==> src/hdl/tcos_pkg.sv <==
// Constants for the transmit clock output selector.
// Assumes a single 250 MHz system clock and a plain register port.
`default_nettype none
package tcos_pkg;
  // ==========================================================
  // Register port
  localparam int          ADDR_W      = 8;
  localparam int          DATA_W      = 32;
  localparam logic [7:0]  CTRL_ADDR   = 8'h00;
  localparam logic [7:0]  STAT_ADDR   = 8'h04;
  localparam logic [31:0] CTRL_RESET  = 32'h0000_0000;
  // ==========================================================
  // Control fields
  localparam int MODE_LSB = 0;
  localparam int MODE_W   = 3;
  localparam int PINEN_B  = 3;
  localparam int SEL_LSB  = 4;
  localparam int SEL_W    = 2;
  localparam int INV_B    = 6;
  // ==========================================================
  // Status fields
  localparam int FN_LSB   = 0;
  localparam int SOF_B    = 2;
  localparam int POHCK_B  = 3;
  // ==========================================================
  // Framing modes
  localparam logic [2:0] MODE_DS3      = 3'h0;
  localparam logic [2:0] MODE_E3       = 3'h1;
  localparam logic [2:0] MODE_DS3_PLCP = 3'h2;
  localparam logic [2:0] MODE_E3_PLCP  = 3'h3;
  localparam logic [2:0] MODE_INT_FRAC = 3'h4;
  localparam logic [2:0] MODE_EXT_FRAC = 3'h5;
  // ==========================================================
  // Pin function select
  localparam logic [1:0] SEL_TXCLK = 2'h0;
  localparam logic [1:0] SEL_GAP   = 2'h1;
  // ==========================================================
  // Active function codes shown in status
  localparam logic [1:0] FN_OFF    = 2'h0;
  localparam logic [1:0] FN_TXCLK  = 2'h1;
  localparam logic [1:0] FN_GAP    = 2'h2;
  localparam logic [1:0] FN_POH    = 2'h3;
  // ==========================================================
  // Overhead clock timing
  localparam int POH_DIV    = 8;
  localparam int POH_FRAME  = 12;
  typedef enum logic [1:0] {TCOS_OFF, TCOS_TX, TCOS_GAP, TCOS_POH} tcos_fn_e;
endpackage : tcos_pkg
`default_nettype wire

==> src/hdl/tcos_sync.sv <==
// Two-flop synchroniser for a group of level inputs.
// Assumes inputs are asynchronous to clk.
`default_nettype none
module tcos_sync #(
  parameter int W = 1
) (
  input  wire logic         clk,
  input  wire logic         rst,
  input  wire logic [W-1:0] async_in,
  output logic      [W-1:0] sync_out
);
  // ==========================================================
  // Synchroniser stages
  logic [W-1:0] meta_q;
  logic [W-1:0] meta_d;
  logic [W-1:0] sync_q;
  logic [W-1:0] sync_d;
  always_comb begin
    meta_d = async_in;
    sync_d = meta_q;
  end
  always_ff @(posedge clk) begin
    if (rst) begin
      meta_q <= '0;
      sync_q <= '0;
    end else begin
      meta_q <= meta_d;
      sync_q <= sync_d;
    end
  end
  assign sync_out = sync_q;
endmodule // tcos_sync
`default_nettype wire

==> src/hdl/tcos_top.sv <==
// Transmit clock output selector: drives the shared clock pin and the PLCP overhead port.
// Assumes the framer transmit clock and overhead inputs arrive from outside clk.
//
// Decided for this implementation: the plain strobed port and the placing of the registers.
`default_nettype none
// Functional notes
// - Plain clock equals framer transmit clock, ungated and undivided
// - Shared pin output may be inverted, whatever function it carries
// - Gapped clock enabled with pins on, selected, internal fractional or simple mode
// - Gapped clock is framer clock gated by payload marker or fractional enable
// - Overhead clock on pin in PLCP modes, pins on, plain clock not selected
// - On overhead clock fall: update frame start, sample overhead data and enable
// - Overhead enable selects which overhead bits the overhead data overwrites
module tcos_top
  import tcos_pkg::*;
#(
  parameter int DIV   = tcos_pkg::POH_DIV,
  parameter int FRAME = tcos_pkg::POH_FRAME
) (
  input  wire logic                       clk,
  input  wire logic                       rst,
  input  wire logic [tcos_pkg::ADDR_W-1:0] addr,
  input  wire logic [tcos_pkg::DATA_W-1:0] wr_data,
  input  wire logic                       wr_stb,
  input  wire logic                       rd_stb,
  output logic      [tcos_pkg::DATA_W-1:0] rd_data,
  input  wire logic                       framer_tx_clock,
  input  wire logic                       transmit_payload_marker,
  input  wire logic                       fractional_overhead_enable_out,
  input  wire logic                       plcp_overhead_data_in,
  input  wire logic                       plcp_overhead_enable_in,
  output logic                            clock_pin,
  output logic                            plcp_overhead_frame_start,
  output logic                            overwrite_stb,
  output logic                            overwrite_data,
  output logic      [$clog2(FRAME)-1:0]   overwrite_index
);
  import tcos_pkg::*;
  localparam int CW = $clog2(DIV);
  localparam int FW = $clog2(FRAME);
  localparam logic [CW-1:0] HALF_M1  = CW'(DIV / 2 - 1);
  localparam logic [FW-1:0] FRAME_M1 = FW'(FRAME - 1);
  generate
    if (DIV < 2 || (DIV % 2) != 0 || FRAME < 2) begin : g_bad
      $error("tcos_top: DIV must be even and at least 2, FRAME at least 2");
    end
  endgenerate
  // ==========================================================
  // Synchronisers
  logic [4:0] sync_v;
  tcos_sync #(.W(5)) u_sync (
    .clk      (clk),
    .rst      (rst),
    .async_in ({framer_tx_clock, transmit_payload_marker, fractional_overhead_enable_out,
                plcp_overhead_data_in, plcp_overhead_enable_in}),
    .sync_out (sync_v)
  );
  logic txck_s, marker_s, frac_s, pohd_s, pohen_s;
  assign txck_s   = sync_v[4];
  assign marker_s = sync_v[3];
  assign frac_s   = sync_v[2];
  assign pohd_s   = sync_v[1];
  assign pohen_s  = sync_v[0];
  // ==========================================================
  // Register port
  logic [DATA_W-1:0] ctrl_q, ctrl_d, rd_q, rd_d;
  logic [2:0] mode;
  logic [1:0] sel;
  logic       pin_en, inv;
  tcos_fn_e   fn;
  logic       poh_ck_q, poh_ck_d;
  logic       sof_q, sof_d;
  function automatic logic [1:0] fn_code(input tcos_fn_e f);
    case (f)
      TCOS_TX:  fn_code = FN_TXCLK;
      TCOS_GAP: fn_code = FN_GAP;
      TCOS_POH: fn_code = FN_POH;
      default:  fn_code = FN_OFF;
    endcase
  endfunction
  assign mode   = ctrl_q[MODE_LSB +: MODE_W];
  assign sel    = ctrl_q[SEL_LSB +: SEL_W];
  assign pin_en = ctrl_q[PINEN_B];
  assign inv    = ctrl_q[INV_B];
  always_comb begin
    ctrl_d = ctrl_q;
    rd_d   = '0;
    if (wr_stb && addr == CTRL_ADDR) begin
      ctrl_d = '0;
      ctrl_d[INV_B:0] = wr_data[INV_B:0];
    end
    if (rd_stb) begin
      if (addr == CTRL_ADDR) begin
        rd_d = ctrl_q;
      end else if (addr == STAT_ADDR) begin
        rd_d[FN_LSB +: 2] = fn_code(fn);
        rd_d[SOF_B]       = sof_q;
        rd_d[POHCK_B]     = poh_ck_q;
      end
    end
  end
  always_ff @(posedge clk) begin
    if (rst) begin
      ctrl_q <= CTRL_RESET;
      rd_q   <= '0;
    end else begin
      ctrl_q <= ctrl_d;
      rd_q   <= rd_d;
    end
  end
  assign rd_data = rd_q;
  // ==========================================================
  // Function selection
  logic is_plcp, is_simple;
  assign is_plcp   = (mode == MODE_DS3_PLCP) || (mode == MODE_E3_PLCP);
  assign is_simple = (mode == MODE_DS3) || (mode == MODE_E3);
  always_comb begin
    if (sel == SEL_TXCLK && (mode == MODE_EXT_FRAC || pin_en)) begin
      fn = TCOS_TX;
    end else if (pin_en && sel == SEL_GAP && (mode == MODE_INT_FRAC || is_simple)) begin
      fn = TCOS_GAP;
    end else if (pin_en && is_plcp && sel != SEL_TXCLK) begin
      fn = TCOS_POH;
    end else begin
      fn = TCOS_OFF;
    end
  end
  // ==========================================================
  // Overhead clock divider and overhead port
  logic          txck_prev_q, txck_prev_d;
  logic [CW-1:0] div_q, div_d;
  logic [FW-1:0] idx_q, idx_d;
  logic          ow_stb_q, ow_stb_d, ow_dat_q, ow_dat_d;
  logic [FW-1:0] ow_idx_q, ow_idx_d;
  logic          poh_active, tx_rise, poh_fall;
  assign poh_active = pin_en && is_plcp;
  assign tx_rise    = txck_s && !txck_prev_q;
  assign poh_fall   = poh_active && tx_rise && div_q == HALF_M1 && poh_ck_q;
  always_comb begin
    txck_prev_d = txck_s;
    div_d       = div_q;
    poh_ck_d    = poh_ck_q;
    idx_d       = idx_q;
    sof_d       = sof_q;
    ow_stb_d    = 1'b0;
    ow_dat_d    = ow_dat_q;
    ow_idx_d    = ow_idx_q;
    if (!poh_active) begin
      div_d    = '0;
      poh_ck_d = 1'b0;
      idx_d    = FRAME_M1;
      sof_d    = 1'b0;
    end else if (tx_rise) begin
      if (div_q == HALF_M1) begin
        div_d    = '0;
        poh_ck_d = !poh_ck_q;
      end else begin
        div_d = div_q + CW'(1);
      end
      if (poh_fall) begin
        idx_d = (idx_q == FRAME_M1) ? '0 : idx_q + FW'(1);
        sof_d = (idx_q == FRAME_M1);
        if (pohen_s) begin
          ow_stb_d = 1'b1;
          ow_dat_d = pohd_s;
          ow_idx_d = idx_d;
        end
      end
    end
  end
  always_ff @(posedge clk) begin
    if (rst) begin
      txck_prev_q <= 1'b0;
      div_q       <= '0;
      poh_ck_q    <= 1'b0;
      idx_q       <= '0;
      sof_q       <= 1'b0;
      ow_stb_q    <= 1'b0;
      ow_dat_q    <= 1'b0;
      ow_idx_q    <= '0;
    end else begin
      txck_prev_q <= txck_prev_d;
      div_q       <= div_d;
      poh_ck_q    <= poh_ck_d;
      idx_q       <= idx_d;
      sof_q       <= sof_d;
      ow_stb_q    <= ow_stb_d;
      ow_dat_q    <= ow_dat_d;
      ow_idx_q    <= ow_idx_d;
    end
  end
  assign plcp_overhead_frame_start = sof_q;
  assign overwrite_stb             = ow_stb_q;
  assign overwrite_data            = ow_dat_q;
  assign overwrite_index           = ow_idx_q;
  // ==========================================================
  // Shared clock pin
  logic pin_q, pin_d, raw;
  always_comb begin
    case (fn)
      TCOS_TX:  raw = txck_s;
      TCOS_GAP: raw = txck_s & ((mode == MODE_INT_FRAC) ? frac_s : marker_s);
      TCOS_POH: raw = poh_ck_q;
      default:  raw = 1'b0;
    endcase
    pin_d = raw ^ inv;
  end
  always_ff @(posedge clk) begin
    if (rst) begin
      pin_q <= 1'b0;
    end else begin
      pin_q <= pin_d;
    end
  end
  assign clock_pin = pin_q;
  // ==========================================================
  // Assertions
  txclk_follow_a: assert property (@(posedge clk) disable iff (rst)
    fn == TCOS_TX |=> clock_pin == ($past(txck_s) ^ $past(inv)))
    else $error("plain clock does not follow framer clock");
  ext_frac_en_a: assert property (@(posedge clk) disable iff (rst)
    (mode == MODE_EXT_FRAC && sel == SEL_TXCLK) |-> fn == TCOS_TX)
    else $error("plain clock not enabled in external fractional mode");
  gap_enable_a: assert property (@(posedge clk) disable iff (rst)
    (pin_en && sel == SEL_GAP && is_simple) |-> fn == TCOS_GAP)
    else $error("gapped clock not enabled in simple mode");
  gap_gate_a: assert property (@(posedge clk) disable iff (rst)
    (fn == TCOS_GAP && mode == MODE_INT_FRAC && !frac_s) |=> clock_pin == $past(inv))
    else $error("gapped clock not gated by fractional enable");
  poh_select_a: assert property (@(posedge clk) disable iff (rst)
    (pin_en && is_plcp && sel != SEL_TXCLK) |=> clock_pin == ($past(poh_ck_q) ^ $past(inv)))
    else $error("overhead clock not on pin");
  invert_pin_a: assert property (@(posedge clk) disable iff (rst)
    ($stable(fn) && $stable(raw) && $rose(inv)) |=> $changed(clock_pin))
    else $error("inversion has no effect on pin");
  sof_on_fall_a: assert property (@(posedge clk) disable iff (rst)
    (poh_active && $past(poh_active) && $changed(sof_q)) |-> $fell(poh_ck_q))
    else $error("frame start changed away from overhead clock fall");
  overwrite_fall_a: assert property (@(posedge clk) disable iff (rst)
    overwrite_stb |-> ($fell(poh_ck_q) && $past(pohen_s) && overwrite_data == $past(pohd_s)))
    else $error("overwrite not taken on overhead clock fall");
  idle_static_a: assert property (@(posedge clk) disable iff (rst)
    (fn == TCOS_OFF && $past(fn) == TCOS_OFF && $stable(inv)) |=> $stable(clock_pin))
    else $error("pin toggles while no function is enabled");
endmodule // tcos_top
`default_nettype wire

==> config.mk <==
export PLATFORM = sky130hd
export DESIGN_NAME = tcos_top
export DESIGN_NICKNAME = d
export VERILOG_FILES = /design/src/hdl/tcos_pkg.sv /design/src/hdl/tcos_sync.sv /design/src/hdl/tcos_top.sv
export SDC_FILE = /design/constraint.sdc
export NUM_CORES = 1
export LEC_CHECK = 0
export ABC_AREA = 0
export CAP_MARGIN = 30
export CORE_ASPECT_RATIO = 1.75
export CORE_MARGIN = 2
export CORE_UTILIZATION = 45
export DETAILED_ROUTE_END_ITERATION = 12
export DONT_BUFFER_PORTS = 1
export PLACE_DENSITY_LB_ADDON = 0.25
export SETUP_SLACK_MARGIN = 0.3
export SYNTH_ARGS = -nofsm -noshare
export SYNTH_HDL_FRONTEND = slang
export SYNTH_SLANG_ARGS = --single-unit
==> constraint.sdc <==
create_clock -name clk -period 3.2 [get_ports clk]
set_input_delay 0.96 -clock clk [delete_from_list [all_inputs] [get_ports clk]]
set_output_delay 0.96 -clock clk [all_outputs]
set_load 0.01 [all_outputs]
==> results of run 1 <==
[state kept, by name, summed over array words and instances (netlist names)]
name and flops:
txck_prev_q 1, overwrite_stb 1, rd_data 7, ctrl_q 7, idx_q 4, u_sync.sync_out 5
u_sync.meta_q 5, poh_ck_q 1, clock_pin 1, overwrite_data 1, overwrite_index 4, plcp_overhead_frame_start 1
div_q 3
[where the power goes]
part           leakage, nW  internal [mW]  switching, mW
clock network       0.0542          0.195          0.164
registers            0.334          0.518        0.00412
logic                0.395         0.0109         0.0225
total                0.783          0.724          0.191
[stage by stage]
| step | hold WS [ns] | area [sq um] | total power, mW |
|---|---|---|---|
| after detailed placement | 0.423 | 1700 | 0.567 |
| after CTS | 0.441 | 1800 | 0.928 |
| after global routing | 0.455 | 1800 | 0.959 |
| after global placement | 0.418 | 1700 | 0.565 |
| after floorplan | 0.414 | 1860 | 0.591 |
| final | 0.439 | 1800 | 0.915 |
[layout by cell type, fill, tap and decap left out, types with 2 or more instances in the layout]
cell,n
sky130_fd_sc_hd__dfxtp_1,41
sky130_fd_sc_hd__nor2_1,28
sky130_fd_sc_hd__conb_1,25
sky130_fd_sc_hd__mux2i_1,16
sky130_fd_sc_hd__nand2_1,13
sky130_fd_sc_hd__nor2b_1,12
sky130_fd_sc_hd__clkbuf_8,7
sky130_fd_sc_hd__nand3_1,3
sky130_fd_sc_hd__o21ai_0,3
sky130_fd_sc_hd__inv_1,3
sky130_fd_sc_hd__a21oi_1,3
sky130_fd_sc_hd__a31oi_1,3
sky130_fd_sc_hd__and2_1,3
sky130_fd_sc_hd__nand2b_1,2
sky130_fd_sc_hd__nor3_1,2
sky130_fd_sc_hd__nand4b_1,2
sky130_fd_sc_hd__ha_1,2
[final cells by class]
type	count	area [sq um]
clock buffers	7	96.3
clock inverters	1	5.00
fillers	398	2030
inverters	3	11.3
multi-input cells	136	803
flip-flops and latches	41	821
well taps	48	60.1
[per-layer routing]
metal | global-route usage, % | vias up
li1 | - | 569
met1 | 13.5 | 510
met2 | 26.2 | 47
met3 | 4.30 | 11
met4 | 10.8 | 0
met5 | 0 | -
[kinds of logic (layout without fill, tap and decap cells)]
logic type / Yosys count / after routing / share of synthesized area (%)
adder cells (fa/ha/maj): 2 / 2 / 1.42
AO/OA/AOI/OAI: 16 / 16 / 6.17
buffers and inverters: 35 / 11 / 13.1
flip-flops: 41 / 41 / 46.5
XOR/XNOR: 1 / 1 / 0.496
other: 1 / 25 / 0.212
AND/OR/NAND/NOR: 75 / 75 / 22.4
multiplexers: 17 / 17 / 9.71
[final timing paths]
check / startpoint / slack [ns] / end / cells after the start
worst max-delay path: addr[6] / 1.20 / ctrl_q[0] / 4
worst min-delay path: u_sync.meta_q[3] / 0.44 / u_sync.sync_out[3] / 1
worst min register to register: u_sync.meta_q[3] / 0.44 / u_sync.sync_out[3] / 1
worst max register to register: div_q[0] / 1.56 / overwrite_index[2] / 6
==> metrics.txt, run 1 <==
Worst path slowest cell sky130_fd_sc_hd__nand4b_1; peak clock frequency supported by timing 500 MHz; Worst Setup Slack post-DPL 0.888 ns; area of the core 3830 sq um; routed len/inst 12.2 um; PnR worst setup slack 1.20 ns; asr flop ratio synth 0%; H-tree level count 2; Post-Route Setup TNS 0 ns; num ports 89; number of enable-type register cells in the synthesized netlist 0; Cell Pwr Density 509 nW/um^2; number of nets in the layout 238; # resized after CTS 0; vias per std cell 4.82; Antenna Diode Count 0; wire length of the first global-routing pass 4790 um; Unique masters post-synth 38; routed length on met2 1500 um; post-layout instance count excluding filler cells 236; share of the cycle needed by the critical path after routing 62.6%; Tightest Pin Transition 0.532 ns; count of input and output buffers 0; flip-flop cell with the highest count after synthesis sky130_fd_sc_hd__dfxtp_1; clock tree from TritonCTS done; mean instance size in the synthesized netlist 9.39 sq um; max-cap check violation count 0; register area share after synthesis 46.5%; TritonCTS Buffers 5; cell-by-cell listing of the critical path nor4_1 -> nand4b_1 -> mux2i_1 -> nor2_1; synthesized netlist cell count 188; Sink Count 41; worst setup skew after layout 0.00618 ns; crit path time final 2.00 ns; hold_buf cts 0; share of the synthesized area in the top cell type 46.5%; antenna violations before repair 0; CP Data Arrival Time 2.18 ns; CP max stage delay 0.50 ns; highest signal layer in the routed design met4; Final Hold Vio Count 0; post-synth top area cell sky130_fd_sc_hd__dfxtp_1; Crit. End Element flip-flop; vias after detailed routing 1137; deepest clock path buffer count 2; sum of buffers and inverters on the critical path 0; Die W 51.3 um; CTS clk-pin slew, worst paths 0.07 ns; Initial DRC Count 23; Clock Root Buffer sky130_fd_sc_hd__clkbuf_8; layout-stage area growth over the synthesis result 1.77%; final setup violation count 0; list of most frequent post-synthesis cells 41 x sky130_fd_sc_hd__dfxtp_1, 28 x sky130_fd_sc_hd__nor2_1, 26 x sky130_fd_sc_hd__buf_4; placer congestion estimate 0.779; outcome finished clean; utilization of the core after routing 46.9%; largest net degree at the start of global routing 32; first-pass iteration count of the detailed router 4; unrepaired setup endpoints after global routing false; critical path class in2reg; most frequent cell after synthesis sky130_fd_sc_hd__dfxtp_1; VDD IR max 0.414 mV; detailed-routing wirelength on met1 1060 um; fraction of final layout cells with drive strength greater than 1 7.45%; HPWL reported at the end of detailed placement 2180 um; post-placement cell count 228; ranking of synthesized cells by area sky130_fd_sc_hd__dfxtp_1 46%, sky130_fd_sc_hd__buf_4 11%, sky130_fd_sc_hd__mux2i_1 9.1%; total routing usage reported by global routing 14.6%; synthesized flop and latch total 41; class of the tightest hold or removal check reg2reg; met3 WL 204 um; crit-path max FO 7; vias in the first global route 1137; Setup Fix Bufs, Post-CTS 0; height of the die 86.9 um; clock insertion delay at the later pin of the skew report 0.29 ns; die footprint 4460 sq um; total count of max-transition violations in the final report 0; Overflow after GRT 0; starting utilization of the core area 46.1%; leakage dissipation 0.783 nW; worst rel slew slack 64.3%; remaining number of nets flagged by the antenna check after routing 0; Cell Area, Synth 1770 sq um; CP Launch Type input pin; kind of cell with the highest combined delay on the critical path simple AND/OR/NAND/NOR gates; wire length reported by the detailed router 2870 um; data required time at the worst endpoint 3.38 ns; site row count 30; Warnings, synthesis 0; Remaining DRCs 0
No activity file was read; power rests on OpenSTA's default activity.
==> inputs of run 2 (changes only) <==
--- a/config.mk
+++ b/config.mk
@@ -5,7 +5,7 @@
 export SDC_FILE = /design/constraint.sdc
 export NUM_CORES = 1
 export LEC_CHECK = 0
-export ABC_AREA = 0
+export ABC_AREA = 1
 export CAP_MARGIN = 30
 export CORE_ASPECT_RATIO = 1.75
 export CORE_MARGIN = 2
==> constraint.sdc (replaced) <==
create_clock -name clk -period 2.1 [get_ports clk]
set_input_delay 0.63 -clock clk [delete_from_list [all_inputs] [get_ports clk]]
set_output_delay 0.63 -clock clk [all_outputs]
set_load 0.01 [all_outputs]
==> run 2 against run 1 <==
  * Design area grew 7.7%
  * Synthesized area grew 6.4%
  * Routed wire length grew 8.8%
  * Global-route usage grew 0.19 points
  * Critical path depth grew 4
  * Core utilization grew 0.57 points
  * Hold slack lost 0.040 ns
  * Die area grew 6.0%
  * Register-to-register slack lost 0.91 ns
  * Setup slack lost 0.55 ns
  * Largest power group unchanged
==> metrics.txt, run 2 <==
vias in the first global route 1246 (was 1137); Post-Route Setup TNS 0 ns (unchanged); hold_buf cts 0 (unchanged); vias after detailed routing 1361 (was 1137); placer congestion estimate 0.777 (was 0.779); CP max stage delay 0.36 ns (was 0.50 ns); class of the tightest hold or removal check in2reg (was reg2reg); height of the die 89.5 um (was 86.9 um); share of the cycle needed by the critical path after routing 69.2%; placed standard-cell area 1820 sq um (was 1700 sq um); critical path class reg2reg (was in2reg); Cell Pwr Density 779 nW/um^2 (was 509 nW/um^2); post-placement cell count 290 (was 228); wire length reported by the detailed router 3120 um (was 2870 um); mean instance size in the synthesized netlist 7.67 sq um (was 9.39 sq um); cell repeated most along the worst path sky130_fd_sc_hd__nand2_1; number of nets in the layout 299 (was 238); max-cap check violation count 0 (unchanged); post-synth top area cell sky130_fd_sc_hd__dfxtp_1 (unchanged); Setup Fix Bufs, Post-CTS 0 (unchanged); Overflow after GRT 0 (unchanged); synthesized netlist cell count 245 (was 188); Clock Root Buffer sky130_fd_sc_hd__clkbuf_8 (unchanged); largest net degree at the start of global routing 19 (was 32); CP Launch Type flip-flop (was input pin); clock tree from TritonCTS done (unchanged); Crit. End Element flip-flop (unchanged); post-layout instance count excluding filler cells 298 (was 236); met2 track demand over resource 26.5% (was 26.2%); GRT met3 Usage 5.02% (was 4.30%); starting utilization of the core area 46.1% (about the same); overall power of the completed layout 1.51 mW (was 0.915 mW); number of enable-type register cells in the synthesized netlist 0 (unchanged); VDD IR max 0.644 mV (was 0.414 mV); clock insertion delay at the later pin of the skew report 0.29 ns (about the same); flip-flop cell with the highest count after synthesis sky130_fd_sc_hd__dfxtp_1 (unchanged); worst setup skew after layout 0.00641 ns (was 0.00618 ns); leakage dissipation 0.879 nW (was 0.783 nW); CTS clk-pin slew, worst paths 0.07 ns (about the same); list of most frequent post-synthesis cells 43 x sky130_fd_sc_hd__nand2_1, 41 x sky130_fd_sc_hd__dfxtp_1, 32 x sky130_fd_sc_hd__nor2_1 (was 41 x sky130_fd_sc_hd__dfxtp_1, 28 x sky130_fd_sc_hd__nor2_1, 26 x sky130_fd_sc_hd__buf_4); Cell Area, Synth 1880 sq um (was 1770 sq um); filler instances 408 (was 398); data required time at the worst endpoint 2.29 ns (was 3.38 ns); vias per std cell 4.57 (was 4.82); count of input and output buffers 0 (unchanged); antenna violations before repair 0 (unchanged); busiest metal layer after global routing met2 (unchanged); total count of max-transition violations in the final report 0 (unchanged); Sink Count 41 (unchanged); cell-by-cell listing of the critical path ha_1 -> nand2_1 -> nor2_1 -> nand2_2 -> nor2_2 -> nand2_1 -> nand2_1 -> a21oi_1 (was nor4_1 -> nand4b_1 -> mux2i_1 -> nor2_1); crit path time final 1.45 ns; register area share after synthesis 43.7% (was 46.5%); remaining number of nets flagged by the antenna check after routing 0 (unchanged); HPWL reported at the end of detailed placement 2400 um (was 2180 um); first-pass iteration count of the detailed router 2 (was 4); area used by multi-input combinational logic 793 sq um (was 803 sq um); # resized after CTS 0 (unchanged); Remaining DRCs 0 (unchanged); asr flop ratio synth 0% (unchanged); area of the core 4070 sq um (was 3830 sq um); crit-path max FO 5 (was 7); Die W 52.8 um (was 51.3 um); Finished Cell Area 1930 sq um (was 1800 sq um); site row count 31 (was 30); final setup violation count 0 (unchanged); deepest clock path buffer count 2 (unchanged); met1 track utilization from global routing 15.0% (was 13.5%); routed len/inst 10.5 um (was 12.2 um); TritonCTS Buffers 5 (unchanged); wire length of the first global-routing pass 5160 um (was 4790 um); share of the synthesized area in the top cell type 43.7% (was 46.5%); num ports 89 (unchanged); CP Data Arrival Time 1.64 ns (was 2.18 ns); synthesized flop and latch total 41 (unchanged); outcome finished clean (unchanged); fraction of final layout cells with drive strength greater than 1 10.4% (was 7.45%); most frequent cell after synthesis sky130_fd_sc_hd__nand2_1 (was sky130_fd_sc_hd__dfxtp_1); layout-stage area growth over the synthesis result 3.00% (was 1.77%); H-tree level count 2 (unchanged); sequential cell area 821 sq um (unchanged); Worst path slowest cell sky130_fd_sc_hd__dfxtp_1 (was sky130_fd_sc_hd__nand4b_1); peak clock frequency supported by timing 688 MHz; Warnings, synthesis 0 (unchanged); worst hold slack after final layout 0.398 ns (was 0.439 ns); leading cell type in the layout, fill and taps excluded sky130_fd_sc_hd__nand2_1 (was sky130_fd_sc_hd__dfxtp_1); Final Hold Vio Count 0 (unchanged); commonest cells after routing, fill and taps aside 43 x sky130_fd_sc_hd__nand2_1, 41 x sky130_fd_sc_hd__dfxtp_1, 32 x sky130_fd_sc_hd__nor2_1, 31 x sky130_fd_sc_hd__inv_1, 25 x sky130_fd_sc_hd__conb_1 (was 41 x sky130_fd_sc_hd__dfxtp_1, 28 x sky130_fd_sc_hd__nor2_1, 25 x sky130_fd_sc_hd__conb_1, 16 x sky130_fd_sc_hd__mux2i_1, 13 x sky130_fd_sc_hd__nand2_1); Unique masters post-synth 27 (was 38); unrepaired setup endpoints after global routing false (unchanged); Antenna Diode Count 0 (unchanged); ranking of synthesized cells by area sky130_fd_sc_hd__dfxtp_1 44%, sky130_fd_sc_hd__buf_4 10%, sky130_fd_sc_hd__nand2_1 8.6% (was sky130_fd_sc_hd__dfxtp_1 46%, sky130_fd_sc_hd__buf_4 11%, sky130_fd_sc_hd__mux2i_1 9.1%); die footprint 4730 sq um (was 4460 sq um); Initial DRC Count 20 (was 23); total routing usage reported by global routing 14.8% (was 14.6%)
[run 2: cell types whose count changed after synthesis, moves of 10 or more]
cell                      previous run  this run
sky130_fd_sc_hd__a21oi_1             3        16
sky130_fd_sc_hd__inv_1               3        31
sky130_fd_sc_hd__mux2i_1            16         0
sky130_fd_sc_hd__nand2_1            13        43
sky130_fd_sc_hd__nand3_1             3        13
sky130_fd_sc_hd__nor2b_1            12         0
[run 2: worst max-delay path: cells and delay by family, from the launching register on]
kind            cells  cell delay [ns]
compound gates      1             0.06
fa+ha+maj           1             0.21
flops               1             0.36
simple gates        6             0.71
[run 2: final timing paths]
| check | start | endpoint | slack [ns] | depth (start not counted) |
|---|---|---|---|---|
| setup / recovery | div_q[0] | overwrite_index[1] | 0.65 | 8 |
| hold / removal | rst | overwrite_data | 0.40 | 1 |
| setup reg to reg | div_q[0] | overwrite_index[1] | 0.65 | 8 |
| hold reg to reg | u_sync.meta_q[0] | u_sync.sync_out[0] | 0.40 | 2 |
[run 2: cell families (layout without fill, tap and decap cells)]
kind of cell	after synthesis	after routing	synth area share, %
and+or+nand+nor	102	102	26.0
buffers and inverters	65	45	18.9
DFF	41	41	43.7
AOI/OAI and AO/OA	33	33	9.39
adders and majority gates	2	2	1.33
other	1	25	0.200
xor gates and xnor gates	1	1	0.466
[run 2: stage by stage]
step                      setup WS, ns  util (%)
after floorplan                  0.592         -
after global placement           0.399      44.6
after detailed placement         0.354      44.6
after CTS                        0.631      47.5
after global routing             0.443      47.5
final                            0.646      47.5
[run 2: metal layers]
metal / part of all wire (%) / vias to the layer above
met2: 51 / 48
met1: 39 / 593
li1: - / 714
met3: 7.7 / 6
met4: 2.1 / 0
met5: 0 / -
[run 2: power by group]
| group | switching [mW] | internal [mW] | total, mW |
|---|---|---|---|
| Sequential | 0.00591 | 0.790 | 0.796 |
| Clock | 0.261 | 0.387 | 0.648 |
| Combinational | 0.0468 | 0.0154 | 0.0623 |
| Total | 0.314 | 1.19 | 1.51 |
[run 2: final cells by class]
type / instances / area share, %
repair buffers: 1 / 0.388
flip-flops and latches: 41 / 42.4
well taps: 49 / 3.17
multi-input cells: 163 / 41.0
inverters: 36 / 6.99
clock inverters: 1 / 1.55
clock buffers: 7 / 4.46
==> inputs of run 3 (changes only) <==
==> constraint.sdc (replaced) <==
create_clock -name clk -period 1.26 [get_ports clk]
set_input_delay 0.378 -clock clk [delete_from_list [all_inputs] [get_ports clk]]
set_output_delay 0.378 -clock clk [all_outputs]
set_load 0.01 [all_outputs]
==> run 3 against run 2 <==
  * Via count up 6.9%
  * Clock power up 68%
  * Design area grew 20%
  * Largest power group unchanged
==> metrics.txt, run 3 (synthesis results as in run 2) <==
HPWL reported at the end of detailed placement 2690 um (was 2400 um); total count of max-transition violations in the final report 0 (unchanged); outcome finished clean (unchanged); class of the tightest hold or removal check in2reg (unchanged); placer congestion estimate 0.736 (was 0.777); Sink Count 41 (unchanged); filler instances 368 (was 408); Finished Cell Area 2320 sq um (was 1930 sq um); leading cell type in the layout, fill and taps excluded sky130_fd_sc_hd__nand2_1 (unchanged); area used by multi-input combinational logic 970 sq um (was 793 sq um); end point of the critical path overwrite_index[3] (was overwrite_index[1]); Cell Pwr Density 1100 nW/um^2 (was 779 nW/um^2); max-cap check violation count 0 (unchanged); hold_buf cts 0 (unchanged); site row count 31 (unchanged); total routing usage reported by global routing 16.9% (was 14.8%); routed len/inst 11.7 um (was 10.5 um); antenna violations before repair 0 (unchanged); CP max stage delay 0.35 ns (was 0.36 ns); critical path class reg2reg (unchanged); share of the cycle needed by the critical path after routing 99.4% (was 69.2%); setup slack of the most critical reg-to-reg path 0.008 ns (was 0.65 ns); data required time at the worst endpoint 1.49 ns (was 2.29 ns); area of the core 4070 sq um (unchanged); Reg2Reg Depth 9 (was 8); vias after detailed routing 1455 (was 1361); endpoint of the most critical register-to-register path overwrite_index[3] (was overwrite_index[1]); CP Data Arrival Time 1.48 ns (was 1.64 ns); vias in the first global route 1374 (was 1246); crit path time final 1.25 ns (was 1.45 ns); sum of buffers and inverters on the critical path 1 (was 0); worst hold slack after final layout 0.132 ns (was 0.398 ns); worst setup skew after layout 0.00939 ns (was 0.00641 ns); count of input and output buffers 0 (unchanged); overall power of the completed layout 2.54 mW (was 1.51 mW); Remaining DRCs 0 (unchanged); CTS clk-pin slew, worst paths 0.08 ns (was 0.07 ns); wire length reported by the detailed router 3720 um (was 3120 um); Worst path slowest cell sky130_fd_sc_hd__dfxtp_2 (was sky130_fd_sc_hd__dfxtp_1); vias per std cell 4.59 (was 4.57); final setup violation count 0 (unchanged); R2R Path Start div_q[0] (unchanged); Antenna Diode Count 0 (unchanged); cell depth of the worst setup path 9 (was 8); Crit. End Element flip-flop (unchanged); VDD IR max 0.837 mV (was 0.644 mV); die footprint 4730 sq um (unchanged); cell-by-cell listing of the critical path ha_4 -> inv_2 -> nor2_4 -> nand2_4 -> nor2_8 -> nand2_4 -> nor2_4 -> nand2_1 -> a21oi_1 (was ha_1 -> nand2_1 -> nor2_1 -> nand2_2 -> nor2_2 -> nand2_1 -> nand2_1 -> a21oi_1); unrepaired setup endpoints after global routing true (was false); H-tree level count 2 (unchanged); Final Hold Vio Count 0 (unchanged); sequential cell area 857 sq um (was 821 sq um); CP startpoint div_q[0] (unchanged); deepest clock path buffer count 2 (unchanged); num ports 89 (unchanged); wire length of the first global-routing pass 5810 um (was 5160 um); Overflow after GRT 0 (unchanged); commonest cells after routing, fill and taps aside 37 x sky130_fd_sc_hd__nand2_1, 28 x sky130_fd_sc_hd__inv_1, 25 x sky130_fd_sc_hd__conb_1, 22 x sky130_fd_sc_hd__nor2_1, 20 x sky130_fd_sc_hd__dfxtp_2 (was 43 x sky130_fd_sc_hd__nand2_1, 41 x sky130_fd_sc_hd__dfxtp_1, 32 x sky130_fd_sc_hd__nor2_1, 31 x sky130_fd_sc_hd__inv_1, 25 x sky130_fd_sc_hd__conb_1); CP Launch Type flip-flop (unchanged); remaining number of nets flagged by the antenna check after routing 0 (unchanged); leakage dissipation 1.04 nW (was 0.879 nW); peak clock frequency supported by timing 799 MHz (was 688 MHz); first-pass iteration count of the detailed router 4 (was 2); height of the die 89.5 um (unchanged); placed standard-cell area 1980 sq um (was 1820 sq um); Die W 52.8 um (unchanged); Initial DRC Count 30 (was 20); starting utilization of the core area 46.1% (unchanged); number of nets in the layout 318 (was 299); fraction of final layout cells with drive strength greater than 1 38.1% (was 10.4%); kind of cell with the highest combined delay on the critical path simple AND/OR/NAND/NOR gates (unchanged); TritonCTS Buffers 5 (unchanged); clock tree from TritonCTS done (unchanged); largest net degree at the start of global routing 19 (unchanged); clock insertion delay at the later pin of the skew report 0.30 ns (was 0.29 ns); crit-path max FO 5 (unchanged); Clock Root Buffer sky130_fd_sc_hd__clkbuf_8 (unchanged); layout-stage area growth over the synthesis result 23.5% (was 3.00%)
==> run 3: changes by cell type in the layout (fill, tap and decap cells not counted), moves of 4 or more <==
cell | before | now
sky130_fd_sc_hd__a21oi_1 | 16 | 10
sky130_fd_sc_hd__a21oi_2 | 0 | 6
sky130_fd_sc_hd__buf_4 | 1 | 16
sky130_fd_sc_hd__buf_6 | 0 | 4
sky130_fd_sc_hd__dfxtp_1 | 41 | 18
sky130_fd_sc_hd__dfxtp_2 | 0 | 20
sky130_fd_sc_hd__nand2_1 | 43 | 37
sky130_fd_sc_hd__nor2_1 | 32 | 22
sky130_fd_sc_hd__nor2_2 | 2 | 6
sky130_fd_sc_hd__nor2_4 | 2 | 8
sky130_fd_sc_hd__o21ai_0 | 12 | 2
sky130_fd_sc_hd__o21ai_1 | 0 | 8
==> run 3: how the worst min path moves through the flow <==
| stage | start | endpoint | slack, ns | cells past startpoint |
|---|---|---|---|---|
| after floorplan | u_sync.meta_q[0] | u_sync.sync_out[0] | 0.39 | 2 |
| final | rst | overwrite_index[1] | 0.13 | 1 |
| after CTS | rst | overwrite_index[1] | 0.13 | 1 |
| after global routing | rst | overwrite_data | 0.12 | 1 |
| after global placement | u_sync.meta_q[0] | u_sync.sync_out[0] | 0.39 | 2 |
| after detailed placement | u_sync.meta_q[1] | u_sync.sync_out[1] | 0.40 | 2 |
==> run 3: worst reg2reg max path, delay by kind of cell (launching register included) <==
kind,cells,cell delay (ns)
AO/OA/AOI/OAI,1,0.12
adder cells (fa/ha/maj),1,0.14
buffers and inverters,1,0.04
flip-flops,1,0.35
AND/OR/NAND/NOR,6,0.54
==> run 3: where the power goes <==
| group | leakage (nW) | internal, mW | switching [mW] |
|---|---|---|---|
| combinational | 0.633 | 0.0427 | 0.0914 |
| sequential | 0.346 | 1.31 | 0.0113 |
| clock | 0.0585 | 0.646 | 0.442 |
| total | 1.04 | 2.00 | 0.544 |
==> run 3: repair_timing <==
item	CTS	global route
pin swaps	14	10
buffers inserted	5	4
cloned	0	0
gates resized for setup	34	25
endpoints found under the setup margin	40	39
==> run 3: metal layers <==
metal / track usage (%) / part of all wire (%)
met2: 33.5 / 58
met1: 14.9 / 35
met5: 0 / 0
met4: 8.39 / 2.1
met3: 4.35 / 4.4
==> run 3: final cells by class <==
| cell class | instances | area share (%) |
|---|---|---|
| flip-flops and latches | 41 | 36.9 |
| repair buffers | 20 | 7.12 |
| clock inverters | 1 | 1.29 |
| inverters | 36 | 6.47 |
| clock buffers | 7 | 3.72 |
| well taps | 49 | 2.64 |
| multi-input cells | 163 | 41.8 |
==> run 3: metrics by stage <==
step                      std cells  utilization (%)  TNS (ns)  setup slack, ns
after floorplan                 269                -         0           0.0190
after global placement          300             48.6    -0.312          -0.0421
after detailed placement        300             48.6    -0.562          -0.0638
after CTS                       313             54.4   -0.0215          -0.0184
after global routing            317             57.0    -0.558          -0.0823
final                           317             57.0         0          0.00817
